--- src/hw/dpc_pkg.sv ---
// Purpose: Shared constants and types for the core and PCM clock control, plus
//          the glitch-free core clock gate.
// Assumes: Single 100 MHz mclk domain; foreign levels are synchronised first.
// Notes:   The gate only follows its enable while the source level is low.
package dpc_pkg;
    localparam int MCLK_KHZ      = 100000;
    localparam int CLKOUT_KHZ    = 25000;
    localparam int CLKOUT_HALF   = MCLK_KHZ / (2 * CLKOUT_KHZ);
    localparam int PCM_INT_KHZ   = 2083;
    localparam int PCM_INT_HALF  = MCLK_KHZ / (2 * PCM_INT_KHZ);
    localparam int SETTLE_MS     = 4;
    localparam int SETTLE_CYCLES = SETTLE_MS * MCLK_KHZ;
    localparam logic [1:0] CAP_WAIT       = 2'h2;
    localparam logic [3:0] TEST_PCM_EXT   = 4'h3;
    localparam logic [3:0] TEST_TIC       = 4'h5;
    localparam logic [15:0] NCO_STEP_1536 = 16'h3000;
    localparam logic [15:0] NCO_STEP_2048 = 16'h4000;
    localparam logic [15:0] NCO_STEP_4096 = 16'h8000;
    localparam logic [9:0] FRAME_LAST_24  = 10'h0bf;
    localparam logic [9:0] FRAME_LAST_32  = 10'h0ff;
    localparam logic [9:0] FRAME_LAST_64  = 10'h1ff;
    localparam logic [9:0] FRAME_LAST_128 = 10'h3ff;

    typedef enum logic [1:0] {
        DPC_F100 = 2'h0,
        DPC_F180 = 2'h1,
        DPC_F190 = 2'h2,
        DPC_F200 = 2'h3
    } dpc_freq_e;

    typedef enum logic [1:0] {
        DPC_R1536 = 2'h0,
        DPC_R2048 = 2'h1,
        DPC_R4096 = 2'h2,
        DPC_R8192 = 2'h3
    } dpc_rate_e;

    typedef enum logic [1:0] {
        DPC_BT_WAIT = 2'h0,
        DPC_BT_CAPT = 2'h1,
        DPC_BT_BOOT = 2'h3,
        DPC_BT_RUN  = 2'h2
    } dpc_boot_e;

    typedef struct packed {
        logic      core_en;
        dpc_freq_e core_freq;
        dpc_rate_e pcm_rate;
        logic      pdc_out;
        logic      pfs_out;
    } dpc_cfg_s;

    localparam dpc_cfg_s CFG_RST = '{core_en: 1'b1, core_freq: DPC_F100,
                                     pcm_rate: DPC_R1536, pdc_out: 1'b0, pfs_out: 1'b0};

    typedef struct packed {
        logic [3:0] test_sel;
        logic       boot;
        logic       iface;
        logic       width;
        logic       arm_freq;
        logic       bypass;
        logic       xtal;
        logic       pxtal;
        logic       dsp_src;
        logic       pdc_in;
        logic       pfs_in;
    } dpc_pins_s;

    typedef struct packed {
        logic boot_int;
        logic hpi;
        logic width16;
        logic arm_fast;
        logic bypass;
        logic pcm_ext;
        logic tic;
    } dpc_strap_s;

    typedef struct packed {
        logic run;
    } dpc_gate_s;
endpackage

`timescale 1ns/1ns
module dpc_clk_gate (
    // Clock and reset
    input  wire logic mclk,
    input  wire logic rst_n,
    // Source level and request
    input  wire logic src_lvl,
    input  wire logic enable,
    // Gate
    output logic      gate_en
);
    dpc_pkg::dpc_gate_s st;
    dpc_pkg::dpc_gate_s next_st;

    always_comb begin
        next_st = st;
        // Moving only in the low phase avoids a clipped high pulse
        if (!src_lvl) begin
            next_st.run = enable;
        end
    end

    always_ff @(posedge mclk or negedge rst_n) begin
        if (!rst_n) begin
            st.run <= dpc_pkg::CFG_RST.core_en;
        end else begin
            st <= next_st;
        end
    end

    assign gate_en = st.run;
endmodule

--- src/hw/dpc_clock_ctrl.sv ---
// Purpose: Core clock gating and selection, PCM clock and frame sync, master
//          clock out, and reset-time strap handling for the boot memory pins.
// Assumes: Control bits come from logic on mclk; all pins pass two flops first.
// Notes:   Generated clocks are mclk-sampled levels, good for pins only.
// Behaviour
// - Core clock chooses one of four frequencies through a select field.
// - Internal PCM clock of 2083 kHz is divided from the reference.
// - Test select 0011 takes PCM clock from the external PCM crystal.
// - PCM bit clock from the external crystal selectable as 1536, 2048, 4096 or 8192 kHz; internal stays at 2083 kHz.
// - PCM data clock and frame sync each selectable as input or output.
// - Control-processor PLL frequency follows the frequency-select strap.
// - Bypass uses crystal for core, test input for CPU, PCM crystal for PCM.
// - A 25 MHz copy of the reference drives the clock output pin.
// - Active-low master reset acts asynchronously.
// - Boot strap 1 selects internal ROM, 0 external; test mode makes request A while the boot pin is high.
// - Interface strap 1 routes shared pins to host port, 0 to GPIO/keypad.
// - Memory address outputs are zero at power-up and after reset.
// - Memory output enable asserts after reset when external boot is chosen.
// - External boot asserts chip select zero only during fetch, else holds it high; the other selects follow address decode.
// - Boot memory on chip select zero is 8 bits with width strap low, else 16.
`timescale 1ns/1ns
module dpc_clock_ctrl #(
    parameter int SETTLE_CYCLES = dpc_pkg::SETTLE_CYCLES
) (
    // Clock and reset
    input  wire logic             mclk,
    input  wire logic             rst_n,
    // Control bits
    input  wire logic             cfg_wr,
    input  wire dpc_pkg::dpc_cfg_s cfg_wdata,
    output dpc_pkg::dpc_cfg_s     cfg_rdata,
    output logic                  dsp_pll_settled,
    // Pins
    input  wire dpc_pkg::dpc_pins_s pins,
    // Clock outputs
    output dpc_pkg::dpc_freq_e    dsp_freq_sel,
    output logic                  dsp_gate_en,
    output logic                  dsp_src_xtal,
    output logic                  arm_pll_fast,
    output logic                  arm_clk_test,
    output logic                  clk_out,
    // PCM pins
    output logic                  pdc_o,
    output logic                  pdc_oe,
    output logic                  pfs_o,
    output logic                  pfs_oe,
    // Strap results
    output logic                  boot_internal,
    output logic                  hpi_route,
    output logic                  cs0_width16,
    output logic                  tic_req_a,
    // Boot memory pins
    input  wire logic [21:0]      mem_addr_req,
    input  wire logic             mem_oe_req_n,
    input  wire logic             fetch,
    input  wire logic [2:0]       cs_dec_n,
    input  wire logic             remap,
    output logic [21:0]           mem_addr,
    output logic                  mem_oe_n,
    output logic [2:0]            esm_cs_n
);
    typedef struct packed {
        dpc_pkg::dpc_pins_s  s1;
        dpc_pkg::dpc_pins_s  s2;
        dpc_pkg::dpc_boot_e  boot;
        logic [1:0]          cap_cnt;
        dpc_pkg::dpc_strap_s strap;
        dpc_pkg::dpc_cfg_s   cfg;
        logic [18:0]         settle;
        logic                settled;
        logic [1:0]          ck_cnt;
        logic                ck;
        logic [4:0]          pcm_div;
        logic                pcm_int;
        logic                pxtal_q;
        logic [15:0]         nco;
        logic                pdc;
        logic                bclk_q;
        logic [9:0]          bit_cnt;
        logic                pfs;
        logic [21:0]         addr;
        logic                oe_n;
        logic [2:0]          cs_n;
        logic                treq;
    } dpc_top_s;

    dpc_top_s   st;
    dpc_top_s   next_st;
    logic       gate_src;
    logic       bclk;
    logic [15:0] nco_step;
    logic [9:0] frame_last;
    logic       ext_boot;

    // Core clock source; in bypass the crystal feeds the core directly
    assign gate_src = st.strap.bypass ? st.s2.xtal : st.s2.dsp_src;
    // Framing follows whichever clock is on the pin
    assign bclk     = st.cfg.pdc_out ? st.pdc : st.s2.pdc_in;
    assign ext_boot = !st.strap.boot_int;

    always_comb begin
        case (st.cfg.pcm_rate)
            dpc_pkg::DPC_R1536: begin
                nco_step   = dpc_pkg::NCO_STEP_1536;
                frame_last = dpc_pkg::FRAME_LAST_24;
            end
            dpc_pkg::DPC_R2048: begin
                nco_step   = dpc_pkg::NCO_STEP_2048;
                frame_last = dpc_pkg::FRAME_LAST_32;
            end
            dpc_pkg::DPC_R4096: begin
                nco_step   = dpc_pkg::NCO_STEP_4096;
                frame_last = dpc_pkg::FRAME_LAST_64;
            end
            default: begin
                nco_step   = 16'h0000;
                frame_last = dpc_pkg::FRAME_LAST_128;
            end
        endcase
    end

    always_comb begin
        next_st    = st;
        next_st.s1 = pins;
        next_st.s2 = st.s1;

        // Straps are caught once the synchronisers hold post-release levels
        case (st.boot)
            dpc_pkg::DPC_BT_WAIT: begin
                next_st.cap_cnt = st.cap_cnt + 2'h1;
                if (st.cap_cnt == dpc_pkg::CAP_WAIT) begin
                    next_st.boot = dpc_pkg::DPC_BT_CAPT;
                end
            end
            dpc_pkg::DPC_BT_CAPT: begin
                next_st.strap.boot_int = st.s2.boot;
                next_st.strap.hpi      = st.s2.iface;
                next_st.strap.width16  = st.s2.width;
                next_st.strap.arm_fast = st.s2.arm_freq;
                next_st.strap.bypass   = st.s2.bypass;
                next_st.strap.pcm_ext  = (st.s2.test_sel == dpc_pkg::TEST_PCM_EXT);
                next_st.strap.tic      = (st.s2.test_sel == dpc_pkg::TEST_TIC);
                next_st.boot           = dpc_pkg::DPC_BT_BOOT;
            end
            dpc_pkg::DPC_BT_BOOT: begin
                if (remap) begin
                    next_st.boot = dpc_pkg::DPC_BT_RUN;
                end
            end
            dpc_pkg::DPC_BT_RUN: begin
                next_st.boot = dpc_pkg::DPC_BT_RUN;
            end
            default: begin
                next_st.boot = dpc_pkg::DPC_BT_WAIT;
            end
        endcase

        // Control bits; a new frequency restarts the settle count
        if (cfg_wr) begin
            next_st.cfg = cfg_wdata;
            if (cfg_wdata.core_freq != st.cfg.core_freq) begin
                next_st.settle  = 19'(SETTLE_CYCLES - 1);
                next_st.settled = 1'b0;
            end
        end else if (st.settle != 19'h0) begin
            next_st.settle = st.settle - 19'h1;
        end else begin
            next_st.settled = 1'b1;
        end

        // Master clock out
        if (st.ck_cnt == 2'(dpc_pkg::CLKOUT_HALF - 1)) begin
            next_st.ck_cnt = 2'h0;
            next_st.ck     = !st.ck;
        end else begin
            next_st.ck_cnt = st.ck_cnt + 2'h1;
        end

        // Internal PCM clock: reference divided, slightly off the 2048 ideal
        if (st.pcm_div == 5'(dpc_pkg::PCM_INT_HALF - 1)) begin
            next_st.pcm_div = 5'h0;
            next_st.pcm_int = !st.pcm_int;
        end else begin
            next_st.pcm_div = st.pcm_div + 5'h1;
        end

        // External crystal path scaled by a phase accumulator per rising crystal edge; 8192 takes the crystal level directly
        next_st.pxtal_q = st.s2.pxtal;
        if (st.s2.pxtal && !st.pxtal_q) begin
            next_st.nco = st.nco + nco_step;
        end
        if (st.strap.pcm_ext || st.strap.bypass) begin
            next_st.pdc = (st.cfg.pcm_rate == dpc_pkg::DPC_R8192) ? st.s2.pxtal
                                                                   : st.nco[15];
        end else begin
            next_st.pdc = st.pcm_int;
        end

        // Frame sync: one bit clock high per frame of 24..128 channels
        next_st.bclk_q = bclk;
        if (bclk && !st.bclk_q) begin
            next_st.bit_cnt = (st.bit_cnt >= frame_last) ? 10'h000 : st.bit_cnt + 10'h001;
            next_st.pfs     = (st.bit_cnt >= frame_last);
        end

        // Boot memory pins
        next_st.treq = st.strap.tic && st.s2.boot;
        if (st.boot == dpc_pkg::DPC_BT_WAIT || st.boot == dpc_pkg::DPC_BT_CAPT) begin
            next_st.addr = 22'h000000;
            next_st.oe_n = 1'b1;
            next_st.cs_n = 3'h7;
        end else if (st.boot == dpc_pkg::DPC_BT_BOOT && ext_boot) begin
            next_st.addr = mem_addr_req;
            next_st.oe_n = 1'b0;
            next_st.cs_n = {cs_dec_n[2:1], !fetch};
        end else begin
            next_st.addr = mem_addr_req;
            next_st.oe_n = mem_oe_req_n;
            next_st.cs_n = cs_dec_n;
        end
    end

    // Asynchronous reset to constants only
    always_ff @(posedge mclk or negedge rst_n) begin
        if (!rst_n) begin
            st         <= '0;
            st.boot    <= dpc_pkg::DPC_BT_WAIT;
            st.cfg     <= dpc_pkg::CFG_RST;
            st.settled <= 1'b1;
            st.oe_n    <= 1'b1;
            st.cs_n    <= 3'h7;
        end else begin
            st <= next_st;
        end
    end

    dpc_clk_gate u_gate (
        .mclk    (mclk),
        .rst_n   (rst_n),
        .src_lvl (gate_src),
        .enable  (st.cfg.core_en),
        .gate_en (dsp_gate_en)
    );

    assign cfg_rdata       = st.cfg;
    assign dsp_pll_settled = st.settled;
    assign dsp_freq_sel    = st.cfg.core_freq;
    assign dsp_src_xtal    = st.strap.bypass;
    assign arm_pll_fast    = st.strap.arm_fast;
    assign arm_clk_test    = st.strap.bypass;
    assign clk_out         = st.ck;
    assign pdc_o           = st.pdc;
    assign pdc_oe          = st.cfg.pdc_out;
    assign pfs_o           = st.pfs;
    assign pfs_oe          = st.cfg.pfs_out;
    assign boot_internal   = st.strap.boot_int;
    assign hpi_route       = st.strap.hpi;
    assign cs0_width16     = st.strap.width16;
    assign tic_req_a       = st.treq;
    assign mem_addr        = st.addr;
    assign mem_oe_n        = st.oe_n;
    assign esm_cs_n        = st.cs_n;
endmodule

--- config.mk ---
export PLATFORM = sky130hd
export DESIGN_NAME = dpc_clock_ctrl
export DESIGN_NICKNAME = d
export VERILOG_FILES = /design/src/hw/dpc_pkg.sv /design/src/hw/dpc_clock_ctrl.sv
export SDC_FILE = /design/constraint.sdc
export NUM_CORES = 1
export LEC_CHECK = 0
export ABC_AREA = 1
export BUFFER_PORTS_ARGS = -buffer_cell sky130_fd_sc_hd__buf_2
export CAP_MARGIN = 0
export CORE_MARGIN = 1.5
export CORE_UTILIZATION = 55
export CTS_CLUSTER_SIZE = 12
export DETAILED_ROUTE_END_ITERATION = 7
export PLACE_DENSITY_LB_ADDON = 0.1
export SLEW_MARGIN = 20
export SYNTH_ARGS = -nofsm -noshare
export SYNTH_HDL_FRONTEND = slang
export SYNTH_SLANG_ARGS = --single-unit
--- constraint.sdc ---
create_clock -name mclk -period 2 [get_ports mclk]
set_clock_uncertainty 0.15 [all_clocks]
set_input_delay 0.1 -clock mclk [delete_from_list [all_inputs] [get_ports mclk]]
set_output_delay 0.1 -clock mclk [all_outputs]
set_load 0.01 [all_outputs]
Word level (Yosys, flattened, before mapping)
Index checks and enable logic that the tools add are counted.

operators by class
  add/subtract/negate cells = 6
  $lt $le $gt $ge = 1
  equality and inequality tests = 16
  mux-type cells = 18
  reductions and logical operators = 19

operator list
  kind                   number
  $pmux 16 s3            1
  $mux 20                2
  $pmux 10 s3            1
  $mux 26                1
  $mux 19                1
  $reduce_bool 19->1     1
  $sub 19x1->19 const B  1
  $add 16x16->16         1
  $add 10x1->10 const B  1
  $eq 2x2->1 const B     5
  $ge 10x10->1           1
  $mux 10                1
  $pmux 2 s4             1
  $eq 2x1->1 const B     3
  $logic_not 1->1        6
  $mux 2                 3
  $ne 2x2->1 const B     3
  $reduce_and 2->1       3
  $add 5x1->5 const B    1
  $eq 5x5->1 const B     1
  $mux 1                 5
  $mux 5                 1
  $add 2x1->2 const B    2
  $eq 4x2->1 const B     1
  other kinds (8)        13

storage, ports and cells
  register bits = 131
  input bits = 52
  logic and storage cells = 111

Logic depth before layout (Yosys ltp)
  depth after elaboration = 4
  gate-level depth with buffers = 10
  depth with buffers taken out = 10

By module
From an unflattened synthesis, not the netlist that was laid out.

second synthesis, totals
  cells, all modules = 580
  area, all modules = 5,307.6 µm²

modules (own cells, without submodules)
  module          instances  cells an instance  area each (µm²)  sequential area each (µm²)
  dpc_clock_ctrl  1          575                5,266.3          2,960.3
  dpc_clk_gate    1          5                  41.3             26.3

Least setup slack after synthesis
No wires, ideal clock.

  kind = register to register
  start point = register st[67] in the netlist's numbering
  end point = register st[79] in the netlist's numbering
  library setup time = 118 ps
  data arrival time = 1,502 ps
  slack = 230 ps
  stages on the path, launching flop included = 11
  path buffers = 1
  period minus slack after synthesis = 1,770 ps
  cell sequence = dfrtp_1 > inv_1 > ha_1 > nand2_2 > nor2_4 > nand3_4 > nand2_4 > nand2_2 > buf_6 > nand2_1 > o21ai_2

on the way
  word-level cells in the longest chain between the ends = 3

ends and longest elaborated chain
  what                                                 line                                          source
  from (decl)                                          dpc_clock_ctrl.sv:87                          dpc_top_s st;
  from (signal assigned)                               dpc_clock_ctrl.sv:233                         st <= next_st;
  $sub 19x1->19 or $reduce_bool 19->1 (tied branches)  dpc_clock_ctrl.sv:166, dpc_clock_ctrl.sv:165
  $mux 19 or $reduce_bool 2->1 (tied branches)         n/a
  $mux 20 or $reduce_and 2->1 (tied branches)          n/a

Several ways; a longest one is shown, not always the timed one. The select of a mux whose other input is x is not followed.
A chain may end at the register's enable or synchronous reset.

Worst setup path after layout
  start point = register st (netlist bit cfg_rdata[2])
  end point = register st[33] in the netlist's numbering

on the way
  word-level cells in the longest chain between the ends = 4

ends and longest elaborated chain
  what                                      line                   source
  $eq 2x2->1, or another cell as far along  dpc_clock_ctrl.sv:102  case (st.cfg.pcm_rate)
  $pmux 10 s3 (*)                           dpc_clock_ctrl.sv:102
  $ge 10x10->1 (*)                          dpc_clock_ctrl.sv:202  next_st.bit_cnt = (st.bit_cnt >= frame_last) ? 10'h000 : st.bit_cnt + 10'h001;
  $mux 10 (*)                               dpc_clock_ctrl.sv:202

Every way passes the cells marked *; elsewhere a longest branch is shown, timed or not.

==> run_results.csv <==
group,metric,value,unit
status,status,"completed",
worst_setup_path,critPathLaunchType,"register",
drt,ant_nets,0,
timing,fin_crit_sh,93.4,%
worst_setup_path,path_cells,"nand2_1, ha_1, a21oi_1, and2_1, nand2_1, nand2_1, o21ai_0, a21oi_1",
floorplanning,ioPinCount,101,
clock_network,cts_buffer_depth,2,
clock_network,cts_tree,"yes",
synthesis,synth-edff-count,0,
floorplanning,die_w,101,µm
grt,grt_pass1_vias,4158,
drt,post_drt_wl_per_cell,12.5,µm
drt,wl,10800,µm
grt,grt_pass1_wl,18300,µm
synthesis,netlist_instances,584,
timing,max_freq,535,MHz
synthesis,yosys.area.top_type_share,52.6,%
floorplanning,die_h,101,µm
worst_setup_path,worst-path-stages,8,
clock_network,clk_latency,0.50,ns
worst_hold_path,hold_class,"in -> reg",
timing,rsz0062_at_grt,"no",
clock_network,clkTransAtPathRegs,0.06,ns
worst_setup_path,crit_family,"simple AND/OR/NAND/NOR gates",
floorplanning,initial_core_util,57.1,%
grt,grt_use_total,23.3,%
synthesis,synth_most_common_cell,"nand2_1",
worst_setup_path,path_class,"reg -> reg",
synthesis,ys_async_sr_fraction,100,%
worst_setup_path,path_max_fanout,6,
synthesis,synth.largest_area_cell,"dfrtp_1",
floorplanning,rows,35,
clock_network,numClockSinks,119,
worst_setup_path,cp_num_buf_inv,0,
worst_hold_path,holdPathStages,2,
floorplanning,die-area,10300,µm²
timing,setup_ws,0.132,ns
worst_setup_path,reg2reg_depth,8,
timing,final-setup-viol-count,0,
grt,grt-ovfl-total,0,
synthesis,synth_warnings,0,
worst_setup_path,crit_path_top_delay_cell,"dfrtp_1",
floorplanning,core-area,9330,µm²
grt,grt_max_degree,75,
timing,final_hold_viol_count,0,
final_layout,diodes,0,
clock_network,root_buffer,"clkbuf_8",
synthesis,ys_top_cells_by_area,"dfrtp_1, nand2_1, buf_4, inv_1, nor2_1",
drt,drt_iter0_markers,179,
drt,drt_first_pass_iters,4,
clock_network,cts_max_level,4,
worst_setup_path,cp.required,2.28,ns
synthesis,synth_commonest_cells,"nand2_1, dfrtp_1, inv_1",
place,gp_congestion,0.863,
final_layout,syn_to_final_growth,30.4,%
worst_setup_path,critPathArrivalTime,2.15,ns
final_layout,num-fill-cells,680,
final_layout,num-nets-final,784,
synthesis,avgSynthCellArea,9.12,µm²
place,dp_slack,0.126,ns
synthesis,ys_ff_latch,119,
synthesis,synth_area,5320,µm²
grt,antenna_found_initial,0,
worst_setup_path,crit_top_cell,"nand2_1",
timing,worstMarginPinSlew,0.380,ns
synthesis,yosysSeqAreaShare,56.1,%
drt,routed-via-count,4110,
clock_network,cts_setup_buffers,0,
timing,post-route-min-period,1.87,ns
timing,drv_slew,0,
drt,drc,0,
drt,via_per_inst,4.77,
pwr,power.density,963,nW/µm²
place,port_buffers,99,
clock_network,numCtsBuffers,17,
pwr,p_leak,3.64,nW
worst_setup_path,end_kind,"register",
timing,tns,0,ns
synthesis,synthesis.nets,647,
final_layout,drive_gt1_share,23.6,%
worst_setup_path,max_stage_delay,0.43,ns
synthesis,synthFlopType,"dfrtp_1",
pwr,ir_drop,0.592,mV
timing,slew_headroom,74.6,%
synthesis,yosysUniqueCellTypes,37,
run,maxCapViolations,0,
place,dp_hpwl,6780,µm
[through the flow]
step	power [mW]	std cells	area (µm²)	hold slack [ns]	util (%)
3_3_place_gp	3.48	776	5770	-0.0412	61.9
3_5_place_dp	3.51	776	5770	-0.0418	61.9
5_1_grt	7.00	862	6940	0.0646	74.4
2_1_floorplan	3.29	584	5320	-0.346	-
4_1_cts	6.75	862	6940	0.0596	74.4
6_report	6.68	862	6940	0.0833	74.4
[power breakdown]
group          internal, mW  total [mW]  switching [mW]
logic                 0.364       0.805           0.441
clock network          2.08        3.12            1.04
registers              2.61        2.76           0.148
[layer usage]
layer	share of wire [%]	vias up	GRT usage, %	routed length [µm]
li1	-	2056	-	-
met1	41	1913	27.6	4470
met2	51	119	39.8	5470
met3	5.3	22	7.04	567
met4	2.5	0	9.19	275
met5	0	-	0	0
[kinds of logic (layout without fill, tap and decap cells)]
group                    Yosys count  in the layout  synth area share (%)
XOR/XNOR                          17             17                  2.80
buffers and inverters            119            268                  11.2
adder cells (fa/ha/maj)           11             11                  2.73
multiplexers                       1              1                 0.212
flip-flops                       119            119                  56.1
AO/OA/AOI/OAI                     43             43                  4.91
AND/OR/NAND/NOR                  274            274                  22.0
[what timing repair did]
action                                 CTS  global route
hold buffers                            55             0
endpoints found under the hold margin  177             0
resized for setup                        0             1
setup endpoints to repair                0             3
[area by class of cell]
| class | count | area [µm²] | share of cell area [%] |
|---|---|---|---|
| sequential | 119 | 2990 | 43.1 |
| multi-input combinational | 346 | 1740 | 25.1 |
| timing repair buffer | 164 | 1160 | 16.7 |
| clock buffer | 19 | 442 | 6.36 |
| inverter | 73 | 274 | 3.95 |
| clock inverter | 12 | 175 | 2.52 |
| tap | 129 | 161 | 2.33 |
[worst paths after layout]
path / slack [ns] / endpoint / startpoint
worst min-delay path: 0.08 / next_st[112]$_DFF_PN0_ / pins[8]
min in group asynchronous: 0.51 / tic_req_a$_DFF_PN0_ / rst_n
worst min register to register: 0.20 / st[105]$_DFF_PN0_ / next_st[105]$_DFF_PN0_
max in group asynchronous: 0.53 / esm_cs_n[0]$_DFF_PN1_ / rst_n
worst max register to register: 0.13 / st[33]$_DFFE_PN0P_ / cfg_rdata[2]$_DFFE_PN0P_
worst max-delay path: 0.13 / st[33]$_DFFE_PN0P_ / cfg_rdata[2]$_DFFE_PN0P_
[cells in the final DEF, fill, tap and decap left out, drive strengths merged]
master,n
a21o,1
a21oi,9
a22o,1
and2,1
and3,1
buf,109
bufinv,4
clkbuf,19
clkinv,5
clkinvlp,3
dfrtp,112
dfstp,7
dlygate4sd3,55
fa,1
ha,10
inv,73
mux2,1
nand2,154
nand3,38
nand4,9
nor2,63
nor3,3
o211ai,1
o21a,1
o21ai,28
o31ai,2
or2,5
xnor2,6
xor2,11
[state kept, by name (all words and copies together) (netlist names), 2 cells and up]
register      flops
esm_cs_n          3
st               61
next_st          14
dsp_freq_sel      2
cfg_rdata         3
mem_addr         22
(Power assumes the default switching activity.)
